`config.mk`:
```
export PLATFORM = sky130hd
export DESIGN_NAME = adc_ctrl
export DESIGN_NICKNAME = d
export VERILOG_FILES = /design/src/adc_ctrl_pkg.sv /design/src/sar_if.sv /design/src/sar_core.sv /design/src/adc_ctrl.sv
export SDC_FILE = /design/constraint.sdc
export NUM_CORES = 1
export LEC_CHECK = 0
export BUFFER_PORTS_ARGS = -buffer_cell sky130_fd_sc_hd__buf_2
export CAP_MARGIN = 30
export CORE_AREA = 2 2 98 100
export DETAILED_ROUTE_END_ITERATION = 6
export DIE_AREA = 0 0 100 102
export PLACE_DENSITY = 0.8
export SYNTH_ARGS = -nofsm -noshare
export SYNTH_HDL_FRONTEND = slang
export SYNTH_SLANG_ARGS = --single-unit
```
`constraint.sdc`:
```
create_clock -name i_clock -period 7.2 [get_ports i_clock]
set_input_delay 1.44 -clock i_clock [delete_from_list [all_inputs] [get_ports i_clock]]
set_output_delay 1.44 -clock i_clock [all_outputs]
set_load 0.05 [all_outputs]
```
`src/adc_ctrl_pkg.sv`:
```
/*
  Package for the sampling converter control block: code width, timing
  figures and the cycle counts derived from them at the system clock rate.
  Assumes a single 100 MHz clock; every time is converted by expression.
*/
package adc_ctrl_pkg;

  // ==========================================================================
  // Code format.
  localparam int unsigned CODE_W       = 12;
  localparam int unsigned CODE_STEPS   = 4096;
  localparam logic [11:0] CODE_RST     = 12'h000;
  localparam logic [11:0] CODE_ZERO    = 12'h000;
  localparam logic [11:0] CODE_ONE     = 12'h001;
  localparam logic [11:0] CODE_TOP_M1  = 12'hffe;
  localparam logic [11:0] CODE_TOP     = 12'hfff;

  // ==========================================================================
  // Timing, as printed, then in clock cycles.
  localparam int unsigned CLK_PERIOD_PS  = 10000;
  localparam int unsigned CONV_MAX_PS    = 750000;
  localparam int unsigned CONV_TYP_PS    = 700000;
  localparam int unsigned ACQ_MAX_PS     = 150000;
  localparam int unsigned THRU_PS        = 800000;
  localparam int unsigned NAP_WAKE_PS    = 200000;
  // Deep wake-up is held in microseconds: in picoseconds it would not fit.
  localparam int unsigned REF_WAKE_US    = 10000;
  // Typical conversion fits under the maximum; longest times round down.
  localparam int unsigned CONV_CYC  = CONV_TYP_PS / CLK_PERIOD_PS;
  localparam int unsigned ACQ_CYC   = ACQ_MAX_PS / CLK_PERIOD_PS;
  localparam int unsigned THRU_CYC  = THRU_PS / CLK_PERIOD_PS;
  localparam int unsigned NAP_CYC   =
    (NAP_WAKE_PS + CLK_PERIOD_PS - 1) / CLK_PERIOD_PS;
  localparam int unsigned SLEEP_CYC =
    REF_WAKE_US * (1000000 / CLK_PERIOD_PS);
  localparam int unsigned CNT_W     = 20;

  // ==========================================================================
  // Power and conversion states.
  typedef enum logic [2:0] {
    ST_ACTIVE, ST_CONVERT, ST_ACQUIRE, ST_NAP, ST_SLEEP, ST_WAKE
  } adc_state_e;

endpackage : adc_ctrl_pkg

```
`src/sar_if.sv`:
```
/*
  Interface between the sequencer and the successive-approximation core.
  Assumes both ends run on the same clock.
*/
interface sar_if;
  logic        start;
  logic [11:0] sample;
  logic        done;
  logic [11:0] result;

  modport ctrl (output start, output sample, input done, input result);
  modport core (input start, input sample, output done, output result);
endinterface : sar_if

```
`src/sar_core.sv`:
```
/*
  Successive-approximation register: one bit decided per step, MSB first,
  against a held digital sample that stands in for the comparator.
  Assumes the sample is held steady from start to done.
*/
module sar_core
  import adc_ctrl_pkg::*;
#(
  parameter int unsigned STEP_CYC = CONV_CYC / CODE_W
) (
  // Clock and reset.
  input  wire logic i_clock,
  input  wire logic i_nrst,
  // Sequencer side.
  sar_if.core       sar
);

  logic [11:0] trial_ff, bit_ff;
  logic [7:0]  step_ff;
  logic        busy_ff, done_ff;
  logic [11:0] result_ff;
  wire  [11:0] guess    = trial_ff | bit_ff;
  wire         keep_bit = (sar.sample >= guess);
  wire         step_end = (step_ff == 8'(STEP_CYC - 1));

  // ==========================================================================
  // Binary search, so a held sample of code n always yields n.
  always_ff @(posedge i_clock or negedge i_nrst) begin
    if (!i_nrst) begin
      trial_ff  <= CODE_RST;
      bit_ff    <= CODE_RST;
      step_ff   <= 8'h00;
      busy_ff   <= 1'b0;
      done_ff   <= 1'b0;
      result_ff <= CODE_RST;
    end else begin
      done_ff <= 1'b0;
      if (sar.start && !busy_ff) begin
        trial_ff <= CODE_RST;
        bit_ff   <= 12'h800;
        step_ff  <= 8'h00;
        busy_ff  <= 1'b1;
      end else if (busy_ff) begin
        step_ff <= step_end ? 8'h00 : step_ff + 8'h01;
        if (step_end) begin
          if (keep_bit) trial_ff <= guess;
          bit_ff <= bit_ff >> 1;
          if (bit_ff == 12'h001) begin
            busy_ff   <= 1'b0;
            done_ff   <= 1'b1;
            result_ff <= keep_bit ? guess : trial_ff;
          end
        end
      end
    end
  end

  assign sar.done   = done_ff;
  assign sar.result = result_ff;

endmodule : sar_core

```
`src/adc_ctrl.sv`:
```
/*
  Conversion and power-down control for a 12-bit sampling converter with a
  memory-mapped read port and a separate conversion-start pin.
  Assumes host pins are asynchronous, so each passes two flip-flops, and the
  analog sample arrives already quantised to the nearest whole step.
  Power-down requests are honoured only between conversions.
*/
// Overview of operation
// - Result is 12-bit straight binary, 4096 steps.
// - Code transitions sit at half-step points.
// - Half-step input toggles codes zero and one.
// - Full scale minus 1.5 toggles top codes.
// - Self-timed conversion, at most 0.75 us.
// - Acquisition done within 150 ns after conversion.
// - Full cycle every 800 ns, 1.25 Msps; here conversion plus acquisition take 72 cycles, 720 ns.
// - Host uses chip select, read, conversion-start.
// - Light power-down keeps only logic, reference.
// - Light wake-up takes 200 ns before conversions.
// - Deep power-down; wait for reference resettling.
// - Low shutdown powers down; select picks depth.
// - Start falling while chip selected begins conversion.
// - Starts ignored while a conversion runs.
// - Busy low for the whole conversion.
module adc_ctrl
  import adc_ctrl_pkg::*;
#(
  parameter int unsigned SLEEP_WAKE_CYC = SLEEP_CYC
) (
  // Clock and reset.
  input  wire logic        i_clock,
  input  wire logic        i_nrst,
  // Host bus pins.
  input  wire logic        i_chip_select_n,
  input  wire logic        i_read_n,
  input  wire logic        i_conversion_start_n,
  input  wire logic        i_power_down_n,
  input  wire logic        i_light_deep_select,
  // Quantised sample from the front end, rounded to the nearest step.
  input  wire logic [11:0] i_sample_code,
  // Data port: output, output enable.
  output logic      [11:0] o_data,
  output logic             o_data_oe,
  // Status.
  output logic             o_busy_n,
  output logic             o_ready,
  output logic             o_bias_on,
  output logic             o_analog_on
);

  sar_if sar ();

  // ==========================================================================
  // Synchronisers: stage one is read only by stage two.
  // Every host pin is asynchronous to this clock, so each costs two cycles
  // of latency before the sequencer sees it; host timing must allow it.
  logic [4:0] meta_ff, sync_ff;
  always_ff @(posedge i_clock or negedge i_nrst) begin
    if (!i_nrst) begin
      meta_ff <= 5'h1f;
      sync_ff <= 5'h1f;
    end else begin
      meta_ff <= {i_chip_select_n, i_read_n, i_conversion_start_n,
                  i_power_down_n, i_light_deep_select};
      sync_ff <= meta_ff;
    end
  end

  // Named taps of the second stage; nothing else reads the first.
  wire cs_n_s   = sync_ff[4];
  wire rd_n_s   = sync_ff[3];
  wire conv_n_s = sync_ff[2];
  wire pd_n_s   = sync_ff[1];
  wire light_s  = sync_ff[0];

  // Start is a falling edge; a low held across power-up reads as one when reset lifts.
  // Chip select passes the same two-stage delay, so both pins are seen on
  // one edge when the host moves them together.
  logic conv_n_d_ff;
  always_ff @(posedge i_clock or negedge i_nrst) begin
    if (!i_nrst) conv_n_d_ff <= 1'b1;
    else         conv_n_d_ff <= conv_n_s;
  end
  wire start_req = conv_n_d_ff && !conv_n_s && !cs_n_s;

  // ==========================================================================
  // Sequencer state and its counter. One down-counter serves every timed
  // interval: the acquisition tail after a conversion, the light wake-up
  // and the deep wake-up. The deep wake-up is by far the longest, so it
  // sets the counter width; a shorter value only shortens the wait.
  adc_state_e  state_ff, nxt_state;
  logic [CNT_W-1:0] cnt_ff, nxt_cnt;
  logic [11:0] sample_ff, nxt_sample;
  logic [11:0] result_ff;

  wire cnt_zero = (cnt_ff == '0);
  wire pd_req   = !pd_n_s;

  // Next-state logic: power-down wins over everything but a running
  // conversion, which is let finish so the output never holds half a code.
  always_comb begin
    nxt_state  = state_ff;
    nxt_cnt    = cnt_zero ? cnt_ff : cnt_ff - 1'b1;
    nxt_sample = sample_ff;
    unique case (state_ff)
      // Idle and ready: shutdown is looked at first, then a start edge.
      ST_ACTIVE: begin
        if (pd_req) begin
          nxt_state = light_s ? ST_NAP : ST_SLEEP;
        end else if (start_req) begin
          nxt_state  = ST_CONVERT;
          nxt_sample = i_sample_code;
          nxt_cnt    = CNT_W'(CONV_CYC);
        end
      end
      // Converting: the core owns the held sample until done.
      ST_CONVERT: begin
        // Further start edges are simply not looked at here.
        if (sar.done) begin
          nxt_state = ST_ACQUIRE;
          nxt_cnt   = CNT_W'(THRU_CYC - CONV_CYC);
        end
      end
      // Acquisition tail lasts THRU_CYC - CONV_CYC + 1 cycles; after the 61-cycle conversion the cycle ends short of the throughput period.
      ST_ACQUIRE: begin
        if (pd_req) nxt_state = light_s ? ST_NAP : ST_SLEEP;
        else if (cnt_zero) nxt_state = ST_ACTIVE;
      end
      // Light power-down: wake on release, deepen if the select drops.
      ST_NAP: begin
        if (!pd_req) begin
          nxt_state = ST_WAKE;
          nxt_cnt   = CNT_W'(NAP_CYC);
        end else if (!light_s) begin
          nxt_state = ST_SLEEP;
        end
      end
      // Deep power-down: only a release of shutdown leaves it.
      ST_SLEEP: begin
        if (!pd_req) begin
          nxt_state = ST_WAKE;
          nxt_cnt   = CNT_W'(SLEEP_WAKE_CYC);
        end
      end
      // Wake-up count; a new shutdown request cuts it short.
      ST_WAKE: begin
        if (pd_req) nxt_state = light_s ? ST_NAP : ST_SLEEP;
        else if (cnt_zero) nxt_state = ST_ACTIVE;
      end
    endcase
  end

  always_ff @(posedge i_clock or negedge i_nrst) begin
    if (!i_nrst) begin
      state_ff  <= ST_ACTIVE;
      cnt_ff    <= '0;
      sample_ff <= CODE_RST;
    end else begin
      state_ff  <= nxt_state;
      cnt_ff    <= nxt_cnt;
      sample_ff <= nxt_sample;
    end
  end

  // ==========================================================================
  // Conversion core; its step time is set so twelve steps fit the budget.
  // The core is started once per accepted edge and reports done for one
  // cycle; the sequencer never starts it again before that pulse.
  assign sar.start  = (state_ff == ST_ACTIVE) && (nxt_state == ST_CONVERT);
  assign sar.sample = nxt_sample;

  sar_core #(
    .STEP_CYC (CONV_CYC / CODE_W)
  ) u_sar (
    .i_clock (i_clock),
    .i_nrst  (i_nrst),
    .sar     (sar)
  );

  // Result register loads the cycle done arrives, on the same edge busy returns high.
  // It is the code the read port shows until the next conversion ends.
  always_ff @(posedge i_clock or negedge i_nrst) begin
    if (!i_nrst)       result_ff <= CODE_RST;
    else if (sar.done) result_ff <= sar.result;
  end

  // ==========================================================================
  // Outputs. Previous result stays on the pins during a conversion; the
  // host is expected to wait on busy rather than sample mid-conversion.
  // Busy is registered from the next state, so it falls with the start.
  logic busy_n_ff, oe_ff;
  logic [11:0] data_ff;
  wire  converting = (nxt_state == ST_CONVERT);
  always_ff @(posedge i_clock or negedge i_nrst) begin
    if (!i_nrst) begin
      busy_n_ff <= 1'b1;
      oe_ff     <= 1'b0;
      data_ff   <= CODE_RST;
    end else begin
      busy_n_ff <= !converting;
      oe_ff     <= !cs_n_s && !rd_n_s;
      data_ff   <= sar.done ? sar.result : result_ff;
    end
  end

  assign o_busy_n    = busy_n_ff;
  assign o_data      = data_ff;
  assign o_data_oe   = oe_ff;
  // ==========================================================================
  // Power status decode. Only deep power-down cuts bias; light power-down
  // keeps logic and reference alive so that its wake-up stays short.
  wire in_deep  = (state_ff == ST_SLEEP);
  wire in_light = (state_ff == ST_NAP);
  wire is_idle  = (state_ff == ST_ACTIVE);

  assign o_ready     = is_idle;
  assign o_bias_on   = !in_deep;
  assign o_analog_on = !in_deep && !in_light;

endmodule : adc_ctrl

```
* Word-level counts from Yosys, hierarchy flattened
Cells that the tools add are included.
** Word-level totals
- Register bits after elaboration :: 106
- Bits of input ports :: 19
- Logic and storage cells :: 86
** Operators by class
- $add $sub $neg :: 2
- Magnitude comparators :: 1
- Eq/ne operators :: 8
- Muxes and demuxes :: 38
- Bitwise logic cells :: 2
- Reduce and logical (&&, ||, !) cells :: 20
** Operators by type and width (number)
- 12-bit 2-to-1 mux :: 10
- 20-bit 2-to-1 mux :: 6
- 20-bit case mux with 4 select lines :: 1
- 3-bit 2-to-1 mux :: 9
- 8-bit 2-to-1 mux :: 3
- 20-bit zero test :: 1
- 20-bit by 1-bit subtractor with 20-bit output (second input constant) :: 1
- 3-bit case mux with 5 select lines :: 1
- 12-bit by 1-bit == test with 1-bit output (second input constant) :: 1
- 12-bit >= comparator :: 1
- 12-bit OR :: 1
- 8-bit by 1-bit adder with 8-bit output (second input constant) :: 1
- 8-bit by 3-bit == test with 1-bit output (second input constant) :: 1
- 1-bit 2-to-1 mux :: 8
- 1-bit zero test :: 7
- 3-bit by 1-bit == test with 1-bit output (second input constant) :: 2
- 3-bit by 2-bit == test with 1-bit output (second input constant) :: 2
- 3-bit == test (second input constant) :: 2
- 1-bit logical AND :: 6
- 4-bit AND reduction :: 1
- 2-bit nonzero test :: 2
- 3-bit zero test :: 1
- 2-bit AND reduction :: 1
- 2-bit OR reduction :: 1
- 1-bit NOT :: 1

* Depth between registers and ports, before layout
Gate-level depths: netlist of the first run.
- Depth in word-level cells :: 11
- Mapped depth :: 14
- Mapped depth without buffers :: 11

* Modules after synthesis
A second synthesis of the first run with hierarchy kept.
** Second synthesis, totals
- Cell total of the unflattened synthesis :: 505
- Area total of the unflattened synthesis :: 5180.0 µm²
** By module, submodules not included
- adc_ctrl :: times used 1, cells an instance 274, area each 2819.0 µm², sequential area each 1516.5 µm²
- sar_core :: times used 1, cells an instance 231, area each 2361.0 µm², sequential area each 1151.1 µm²

* Least setup slack after synthesis of the first run
Ideal clock, no wire load.
- Kind :: register to output
- Start :: register state_ff[0]
- End :: output port o_ready
- Data arrival time :: 1.686 ns
- Required time :: 5.760 ns
- Slack :: 4.074 ns
- Cell stages (with the launch flop) :: 3
- Buffers on the path :: 1
- Path through :: dfrtp_1 buf_1 nor3_1
** On the way
- Cells in the longest elaborated chain, start to end :: 1
** Ends and longest elaborated chain
- start: declaration :: line adc_ctrl.sv:90 : adc_state_e state_ff, nxt_state;
- start signal: assignment :: line adc_ctrl.sv:158 : state_ff <= nxt_state;
- 3-bit zero test :: line adc_ctrl.sv:213 : wire is_idle = (state_ff == ST_ACTIVE);
- end: declaration :: line adc_ctrl.sv:45 : output logic o_ready,
Every way passes these cells.

* Final worst setup path of the first run
- Start :: register conv_n_d_ff
- End :: register u_sar.trial_ff[8]
** On the way
- Cells in the longest elaborated chain, start to end :: 10
- Elaborated cells between the ends (all ways) :: 19
- Classes of those cells :: order compare: 1; eq/ne: 1; mux: 10; reduce/logical: 7
** Ends and longest elaborated chain
- start: declaration :: line adc_ctrl.sv:78 : logic conv_n_d_ff;
- start signal: assignment :: line adc_ctrl.sv:81 : else conv_n_d_ff <= conv_n_s;
- 1-bit logical AND (2 in series) :: line adc_ctrl.sv:83 : wire start_req = conv_n_d_ff && !conv_n_s && !cs_n_s;
- 12-bit 2-to-1 mux :: line adc_ctrl.sv:109 : end else if (start_req) begin
- 12-bit 2-to-1 mux :: line adc_ctrl.sv:107 : if (pd_req) begin
- 12-bit 2-to-1 mux :: line adc_ctrl.sv:104 : unique case (state_ff)
- named net nxt_sample[11] :: line adc_ctrl.sv:92 : logic [11:0] sample_ff, nxt_sample;
- 12-bit >= comparator :: line sar_core.sv:23 : wire keep_bit = (sar.sample >= guess);
- 12-bit 2-to-1 mux (3 in series)
- 12-bit 2-to-1 mux :: line sar_core.sv:38 : if (sar.start && !busy_ff) begin
- end signal: assignment :: line sar_core.sv:46 : if (keep_bit) trial_ff <= guess;
- end: declaration :: line sar_core.sv:18 : logic [11:0] trial_ff, bit_ff;
The timed path passes the listed nets, and every way through them passes these cells. The select of a mux whose other input is x is not followed.
A chain may end at the register's enable or synchronous reset.

==> flow_summary.ini, run 1 <==
[status]
outcome = completed

[power]
ir_drop_v = 0.0001894
p_leak_nw = 2.507
power_density_nw_per_um2 = 341.3

[floorplanning]
die_area_um2 = 10200
initial_core_util_pct = 54.48
core_area_um2 = 9109
die_width_um = 100
die_y_um = 102
num_rows = 35
pin_count = 36

[clocking]
ctsResizeCount = 0
ctsHoldBuffers = 0
cts.reportedPaths.clkPinSlew_ns = 0.10
insertion_delay_ns = 0.38
tritoncts = done
cts_root_buf = clkbuf_8
post-cts-setup-buffers = 0
cts_buffers = 9
ctsHtreeMaxLevel = 3
cts.path.max_buffers = 2
cts_sinks = 106

[placement]
dp_hpwl_mm = 6.854
pre_cts_ws_ns = 3.254
port_buffers = 35
gp_congestion = 0.8640

[timing]
setup_viol = 0
maxSlewViolCount = 0
worst_hold_slack_ns = 0.3619
worst_slack_ns = 3.173
hold_viol_final = 0
tns_ns = 0
max_freq_ghz = 0.2483
rsz0062_at_grt = false
finalClockSkew_ns = 0.02048
relSlewSlack_pct = 36.76
fin_crit_ns = 4.027
worst-slew-pin-transition_ns = 0.9383
fin_crit_sh_pct = 55.93

[grt]
grt_pass1_vias = 3427
grt_use_total_pct = 20.66
grt-ovfl-total = 0
grt_pass1_wl_mm = 16.71
grt_max_degree = 75
antenna_found_initial = 0

[setup_path]
slowest_stage = o21ai_1
arrival_ns = 4.34
worst-path-buf-inv = 1
crit_family = simple AND/OR/NAND/NOR gates
cpPeakStageDelay_ns = 0.72
critPathCaptureType = flip-flop
cpMostUsedCell = nand2_1
crit_chain = nor3b_1, nand3_1, inv_1, nand2_1, nand2_1, ha_1, nand2_1, nor2_1, o211ai_1, o21ai_1, a22o_1
critical_path_required_ns = 7.51
crit_type = reg2reg
r2r_slack_ns = 3.17
startpoint_type = flip-flop
crit_fanout = 14

[layout]
layout.nets = 513
drive_gt1_share_pct = 19.67
diodes = 0
syn_to_final_growth_pct = 9.733

[run]
maxCapViolCount = 0

[detailed_routing]
via_per_inst = 5.960
drt_first_pass_iters = 4
wl_per_cell_um = 16.80
ant_nets = 0
drt_iter0_drc = 203
drc = 0
wl_mm = 9.980
vias = 3540

[synthesis]
synth_compound_area_share_pct = 13.89
ys_seq_elements = 106
synthMuxAreaShare_pct = 5.850
yosysWarnings = 0
synth_cells = 450
synthesis.area_um2 = 4962
ys_seq_area_share_pct = 53.76
syn_area_per_cell_um2 = 11.03
yosys.area_share.adder_pct = 4.034
synth.largest_area_cell = dfrtp_1
syn_nets = 485
synth_top_family_by_area = simple AND/OR/NAND/NOR gates
yosysTopAreaCellShare_pct = 47.40
synth_edf_count = 0
synth_xor_area_share_pct = 2.648
yosysUniqueCellTypes = 60
synth-simple-area-share_pct = 17.17
ys.flop_type = dfrtp_1
synth.area.top_cells = dfrtp_1, dfstp_2, a22o_1, ha_1, nand2_1
synth-async-reset-ratio_pct = 100.0

[min_path]
hp-class = reg2reg
==> metrics by stage <==
stage          power (W)  util (%)  instances  area (µm²)
2_1_floorplan   0.001280         -        450        4962
3_3_place_gp    0.001392     57.13        578        5204
3_5_place_dp    0.001429     57.13        578        5204
4_1_cts         0.001863     59.78        594        5445
5_1_grt         0.001978     59.78        594        5445
6_report        0.001858     59.78        594        5445
==> registers in the layout (all words and copies together) (netlist names), 3 cells and up <==
register	cells
sync_ff	5
u_sar.step_ff	8
u_sar.sar.result	12
sample_ff	12
o_data	12
u_sar.bit_ff	12
cnt_ff	20
u_sar.trial_ff	12
meta_ff	5
state_ff	3
==> cell usage in the layout (no fill, tap or decap), types with 13 or more instances in the layout <==
master	Yosys	final
nor2_1	40	40
buf_2	6	34
nand2_1	52	52
ha_1	16	16
a22o_1	24	24
nand3_1	13	13
dfrtp_1	94	94
mux2_2	13	13
o21ai_0	28	28
==> synth_stat cells, drive strengths merged, types with 3 or more instances <==
cell type  number
mux2           24
o31ai           3
a22o           24
a21oi          12
buf            10
xor2            8
or2             5
nor2b           4
inv            11
nor3            6
o21ai          31
dfstp          12
nor4b           3
o211ai          5
nand2b          5
or3b            3
ha             16
nand2          53
nor2           40
a31oi           3
nand3          14
xnor2           7
nor4            8
clkbuf          9
o21a            7
nor3b           3
dfrtp          94
==> area by class of cell <==
class	count	area, µm²
inverter	11	41.29
clock buffer	9	123.9
clock inverter	7	117.6
fill	742	3664
multi-input combinational	314	2171
sequential	106	2668
timing repair buffer	36	185.2
tap	111	138.9
==> worst paths after layout <==
path | startpoint | endpoint | cells after the start
max | conv_n_d_ff | u_sar.trial_ff[8] | 11
min | meta_ff[3] | sync_ff[3] | 0
max reg2reg | conv_n_d_ff | u_sar.trial_ff[8] | 11
min reg2reg | meta_ff[3] | sync_ff[3] | 0
max in group asynchronous | i_nrst | u_sar.bit_ff[10] | 2
min in group asynchronous | i_nrst | cnt_ff[13] | 1
==> cells by family after synthesis <==
kind of cell / after synthesis
fa+ha+maj: 16
compound gates: 100
xor+xnor: 15
flops: 106
simple gates: 157
buf+inv: 30
mux: 26
==> power by group <==
group	internal, W	switching [W]
registers	0.000707	0.000138
clock network	0.000206	0.000222
logic	0.000237	0.000348
==> routing by layer <==
metal / GRT usage [%] / routed length (µm)
met1: 28.53 / 4506
met2: 34.15 / 4902
met3: 4.788 / 491
met4: 3.899 / 80
met5: 0 / 0
(Power assumes the default switching activity.)
==> run 2: changes to the inputs <==
--- a/config.mk
+++ b/config.mk
@@ -5,12 +5,13 @@
 export SDC_FILE = /design/constraint.sdc
 export NUM_CORES = 1
 export LEC_CHECK = 0
+export ABC_AREA = 1
 export BUFFER_PORTS_ARGS = -buffer_cell sky130_fd_sc_hd__buf_2
 export CAP_MARGIN = 30
-export CORE_AREA = 2 2 98 100
+export CORE_AREA = 2 2 102 104
 export DETAILED_ROUTE_END_ITERATION = 6
-export DIE_AREA = 0 0 100 102
-export PLACE_DENSITY = 0.8
+export DIE_AREA = 0 0 104 106
+export PLACE_DENSITY = 0.81
 export SYNTH_ARGS = -nofsm -noshare
 export SYNTH_HDL_FRONTEND = slang
 export SYNTH_SLANG_ARGS = --single-unit
==> constraint.sdc (replaced) <==
create_clock -name i_clock -period 3.5 [get_ports i_clock]
set_input_delay 0.7 -clock i_clock [delete_from_list [all_inputs] [get_ports i_clock]]
set_output_delay 0.7 -clock i_clock [all_outputs]
set_load 0.05 [all_outputs]
==> flow_summary.ini, run 2 <==
[status]
outcome = completed

[timing]
worst-slew-pin-transition_ns = 0.6944
max_freq_ghz = 0.3175
tns_ns = 0
fin_crit_ns = 3.149
hold_viol_final = 0
fin_crit_sh_pct = 89.98
relSlewSlack_pct = 53.71
worst_hold_slack_ns = 0.3389
rsz0062_at_grt = false
setup_viol = 0
finalClockSkew_ns = 0.01378
maxSlewViolCount = 0

[synthesis]
yosysWarnings = 0
synth-async-reset-ratio_pct = 100.0
yosysTopAreaCellShare_pct = 45.09
syn_nets = 654
synth_edf_count = 0
synthMostInstantiatedCell = nand2_1
ys_seq_area_share_pct = 51.14
synth_cells = 619
synth.area.top_cells = dfrtp_1, nand2_1, dfstp_2, inv_1, nor2_1
ys.flop_type = dfrtp_1
yosysUniqueCellTypes = 38
synth.largest_area_cell = dfrtp_1
ys_seq_elements = 106
synthesis.area_um2 = 5216
syn_area_per_cell_um2 = 8.427
yosys-top-cells-count = nand2_1, dfrtp_1, inv_1

[clocking]
ctsResizeCount = 0
post-cts-setup-buffers = 0
tritoncts = done
cts_sinks = 106
cts.path.max_buffers = 2
cts_root_buf = clkbuf_8
ctsHtreeMaxLevel = 3
insertion_delay_ns = 0.39
cts_buffers = 9
cts.reportedPaths.clkPinSlew_ns = 0.10
ctsHoldBuffers = 0

[floorplanning]
initial_core_util_pct = 52.16
die_y_um = 106
num_rows = 37
die_width_um = 104
die_area_um2 = 11020
pin_count = 36
core_area_um2 = 10000

[layout]
layout.nets = 694
diodes = 0
fill_cells = 900
syn_to_final_growth_pct = 10.34
seqCellArea_um2 = 2668
mostFrequentLayoutCell = nand2_1
largest_register = cnt_ff
multi_input_area_um2 = 2188
drive_gt1_share_pct = 15.21
mostFrequentLayoutCells = nand2_1, dfrtp_1, inv_1
largest_reg_flops = 20

[detailed_routing]
vias = 4257
drc = 0
ant_nets = 0
drt_first_pass_iters = 5
wl_per_cell_um = 13.94
drt_iter0_drc = 210
via_per_inst = 5.321
wl_mm = 11.15

[grt]
grt_max_degree = 55
grt_use_total_pct = 22.03
grt_pass1_wl_mm = 19.22
grt_pass1_vias = 4216
antenna_found_initial = 0
grt-ovfl-total = 0

[placement]
port_buffers = 35
dp_hpwl_mm = 8.421
gp_congestion = 0.9595

[setup_path]
r2r_cells = 17
crit-reg2reg-launch = sync_ff[1]
r2r_slack_ns = 0.35
critical_path_required_ns = 3.79
crit_fanout = 15
startpoint_type = flip-flop
r2r-end = u_sar.sar.result[6]
arrival_ns = 3.44
crit_type = reg2reg
critPathCaptureType = flip-flop

[min_path]
hp-class = in2async

[run]
maxCapViolCount = 0

[power]
p_leak_nw = 2.885
power_density_nw_per_um2 = 758.7
ir_drop_v = 0.0004337
run 2: changes by cell type after synthesis, sizes merged, moves of 6 or more:
cell / previous run / this run
a21oi: 12 / 38
nor4: 8 / 1
o22ai: 0 / 15
nand2: 53 / 152
buf: 10 / 4
o21a: 7 / 0
inv: 11 / 81
mux2: 24 / 11
nand3: 14 / 36
nor2: 40 / 73
nand4: 2 / 11
a22o: 24 / 0
run 2: worst max-delay path: stages, from the launching register on:
cell,delay (ns)
dfstp_2,0.65
inv_2,0.10
nor2_2,0.14
inv_1,0.10
nor3_4,0.19
buf_4,0.23
nand2_1,0.07
nand2_1,0.09
ha_1,0.25
nand2_1,0.08
nor2_1,0.07
and2_1,0.16
nand2_1,0.08
nand4_1,0.39
nand2_1,0.25
nand2_1,0.08
nand2_1,0.06
nand2_1,0.06
run 2: layout make-up:
class	count	share of cell area [%]
Clock inverter	6	1.435
Clock buffer	10	2.217
Timing Repair Buffer	39	3.609
Sequential cell	106	46.35
Tap cell	136	2.957
Multi-Input combinational cell	420	38.02
Inverter	83	5.413
run 2: through the flow:
stage / instance area (µm²) / std cells / util (%) / power (W) / setup slack (ns)
2_1_floorplan: 5216 / 619 / - / 0.003140 / 0.8259
3_3_place_gp: 5545 / 784 / 55.46 / 0.003511 / 0.5655
3_5_place_dp: 5545 / 784 / 55.46 / 0.003570 / 0.4188
4_1_cts: 5756 / 800 / 57.56 / 0.004379 / 0.3849
5_1_grt: 5756 / 800 / 57.56 / 0.004746 / 0.001199
6_report: 5756 / 800 / 57.56 / 0.004367 / 0.3509
run 2: worst max path at each step:
stage,slack [ns],to,start
3_3_place_gp,0.57,u_sar.sar.result[1],sync_ff[1]
2_1_floorplan,0.83,u_sar.sar.result[1],sync_ff[1]
3_5_place_dp,0.42,u_sar.sar.result[9],sync_ff[1]
6_report,0.35,u_sar.sar.result[6],sync_ff[1]
5_1_grt,0.001,u_sar.sar.result[5],sync_ff[1]
4_1_cts,0.38,u_sar.sar.result[6],sync_ff[1]
run 2: power by group:
group	switching, W	leakage, nW	internal [W]
Combinational	0.00127	1.47	0.000632
Sequential	0.000176	1.31	0.00149
Clock	0.000452	0.102	0.000347
Total	0.00189	2.88	0.00247
run 2: kinds of logic (layout without fill, tap and decap cells):
family	count (synthesis)	after routing	synth area share, %
adder cells (fa/ha/maj)	16	16	3.838
AND/OR/NAND/NOR	297	297	25.14
flip-flops	106	106	51.14
XOR/XNOR	8	8	1.343
multiplexers	11	11	2.375
AO/OA/AOI/OAI	88	88	9.259
buffers and inverters	93	138	6.908
run 2: layer usage:
| metal | track usage, % | wire length [µm] | up-vias | share of wire (%) |
|---|---|---|---|---|
| met5 | 0 | 0 | - | 0 |
| met4 | 12.26 | 408 | 0 | 3.7 |
| met3 | 4.169 | 456 | 33 | 4.1 |
| met2 | 37.36 | 5564 | 109 | 50 |
| met1 | 26.59 | 4721 | 2021 | 42 |
| li1 | - | - | 2094 | - |
==> run 3: changes to the inputs <==
--- a/config.mk
+++ b/config.mk
@@ -8,10 +8,10 @@
 export ABC_AREA = 1
 export BUFFER_PORTS_ARGS = -buffer_cell sky130_fd_sc_hd__buf_2
 export CAP_MARGIN = 30
-export CORE_AREA = 2 2 102 104
+export CORE_AREA = 2 2 101 103
 export DETAILED_ROUTE_END_ITERATION = 6
-export DIE_AREA = 0 0 104 106
-export PLACE_DENSITY = 0.81
+export DIE_AREA = 0 0 103 105
+export PLACE_DENSITY = 0.79
 export SYNTH_ARGS = -nofsm -noshare
 export SYNTH_HDL_FRONTEND = slang
 export SYNTH_SLANG_ARGS = --single-unit
==> constraint.sdc (replaced) <==
create_clock -name i_clock -period 2.95 [get_ports i_clock]
set_input_delay 0.59 -clock i_clock [delete_from_list [all_inputs] [get_ports i_clock]]
set_output_delay 0.59 -clock i_clock [all_outputs]
set_load 0.05 [all_outputs]
==> flow_summary.ini, run 3 (same netlist as run 2, synthesis figures left out) <==
[status]
outcome = completed

[run]
maxCapViolCount = 0

[clocking]
ctsResizeCount = 0
cts.path.max_buffers = 2
cts_sinks = 106
ctsHtreeMaxLevel = 3
post-cts-setup-buffers = 0
cts_buffers = 9
ctsHoldBuffers = 0
tritoncts = done
cts_root_buf = clkbuf_8
cts.reportedPaths.clkPinSlew_ns = 0.11
insertion_delay_ns = 0.40

[layout]
fin_util_pct = 59.74
mostFrequentLayoutCell = nand2_1
mostFrequentLayoutCells = nand2_1, dfrtp_1, inv_1
syn_to_final_growth_pct = 10.39
seqCellArea_um2 = 2668
multi_input_area_um2 = 2191
fill_cells = 858
drive_gt1_share_pct = 15.64
layout.nets = 695
final_cell_area_um2 = 5758
largest_reg_flops = 20
largest_register = cnt_ff

[setup_path]
crit_family = simple AND/OR/NAND/NOR gates
r2r_slack_ns = 0.26
crit_fanout = 15
worst-path-buf-inv = 4
r2r-end = u_sar.sar.result[1]
r2r_cells = 18
critPathCaptureType = flip-flop
arrival_ns = 2.99
critical_path_required_ns = 3.25
slowest_stage = dfstp_2
crit-reg2reg-launch = sync_ff[1]
crit_chain = inv_2, nor2_2, inv_1, nor3_4, buf_4, nand2_1, nand2_1, ha_1, nand2_1, nor2_2, and2_1, nand2_1, nand4_1, buf_4, nand2_1, nand2_1, nand2_1, nand2_1
worst-path-stages = 18
startpoint_type = flip-flop
cpPeakStageDelay_ns = 0.55
cpMostUsedCell = nand2_1
crit_type = reg2reg

[timing]
hold_viol_final = 0
setup_viol = 0
rsz0062_at_grt = false
worst-slew-pin-transition_ns = 0.8012
maxSlewViolCount = 0
relSlewSlack_pct = 46.59
tns_ns = 0
fin_crit_ns = 2.693
max_freq_ghz = 0.3713
finalClockSkew_ns = 0.01429
fin_crit_sh_pct = 91.29

[min_path]
hp-class = in2async

[power]
p_leak_nw = 2.891
ir_drop_v = 0.0004452
power_density_nw_per_um2 = 899.4

[detailed_routing]
via_per_inst = 5.406
drt_iter0_drc = 218
wl_per_cell_um = 14.33
drc = 0
vias = 4319
ant_nets = 0
drt_first_pass_iters = 5
wl_mm = 11.45

[grt]
grt-ovfl-total = 0
grt_use_total_pct = 22.66
antenna_found_initial = 1
grt_max_degree = 59
grt_pass1_vias = 4271
grt_pass1_wl_mm = 19.04

[placement]
gp_congestion = 0.9120
dp_hpwl_mm = 8.574
placed_cell_area_um2 = 5562
port_buffers = 35

[floorplanning]
core_area_um2 = 9639
initial_core_util_pct = 54.11
pin_count = 36
die_y_um = 105
num_rows = 36
die_width_um = 103
die_area_um2 = 10820
run 3: cell count changes in the layout (fill, tap and decap cells not counted), sizes merged:
| cell | change |
|---|---|
| inv | +1 |
| clkbuf | -1 |
| bufinv | -1 |
| diode | +1 |
| clkinvlp | -1 |
| clkinv | +2 |
| buf | +1 |
run 3: how the worst max path moves through the flow:
stage | endpoint | from | slack [ns]
after floorplan | u_sar.sar.result[1] | sync_ff[1] | 0.28
after global placement | u_sar.trial_ff[3] | sync_ff[1] | 0.39
after detailed placement | u_sar.trial_ff[3] | sync_ff[1] | 0.29
after CTS | u_sar.trial_ff[3] | sync_ff[1] | 0.26
after global routing | u_sar.sar.result[1] | sync_ff[1] | 0.02
final | u_sar.sar.result[1] | sync_ff[1] | 0.26
run 3: through the flow:
stage / std cells / total power [W] / hold WS, ns / setup WS (ns)
final: 799 / 0.005179 / 0.2747 / 0.2569
after CTS: 798 / 0.005174 / 0.2634 / 0.2601
after global routing: 799 / 0.005587 / 0.2547 / 0.02403
after global placement: 782 / 0.004186 / 0.3463 / 0.3938
after detailed placement: 782 / 0.004297 / 0.3472 / 0.2933
after floorplan: 619 / 0.003725 / 0.2944 / 0.2759
run 3: power breakdown:
| group | total, W | switching (W) | internal [W] |
|---|---|---|---|
| registers | 0.00199 | 0.000216 | 0.00177 |
| clock network | 0.000877 | 0.000548 | 0.000329 |
| logic | 0.00231 | 0.00154 | 0.000778 |
run 3: area by class of cell:
class / count / share of cell area, %
Tap cell: 133 / 2.890
Multi-Input combinational cell: 420 / 38.05
Clock inverter: 7 / 1.173
Clock buffer: 9 / 2.151
Timing Repair Buffer: 40 / 3.955
Sequential cell: 106 / 46.33
Antenna cell: 1 / 0.04346
Inverter: 83 / 5.411
run 3: layer usage:
layer	share of wire, %	global-route usage (%)	up-vias
met3	4.8	5.284	28
met4	2.6	10.06	0
met2	51	37.94	115
met1	42	27.44	2077
met5	0	0	-
li1	-	-	2099
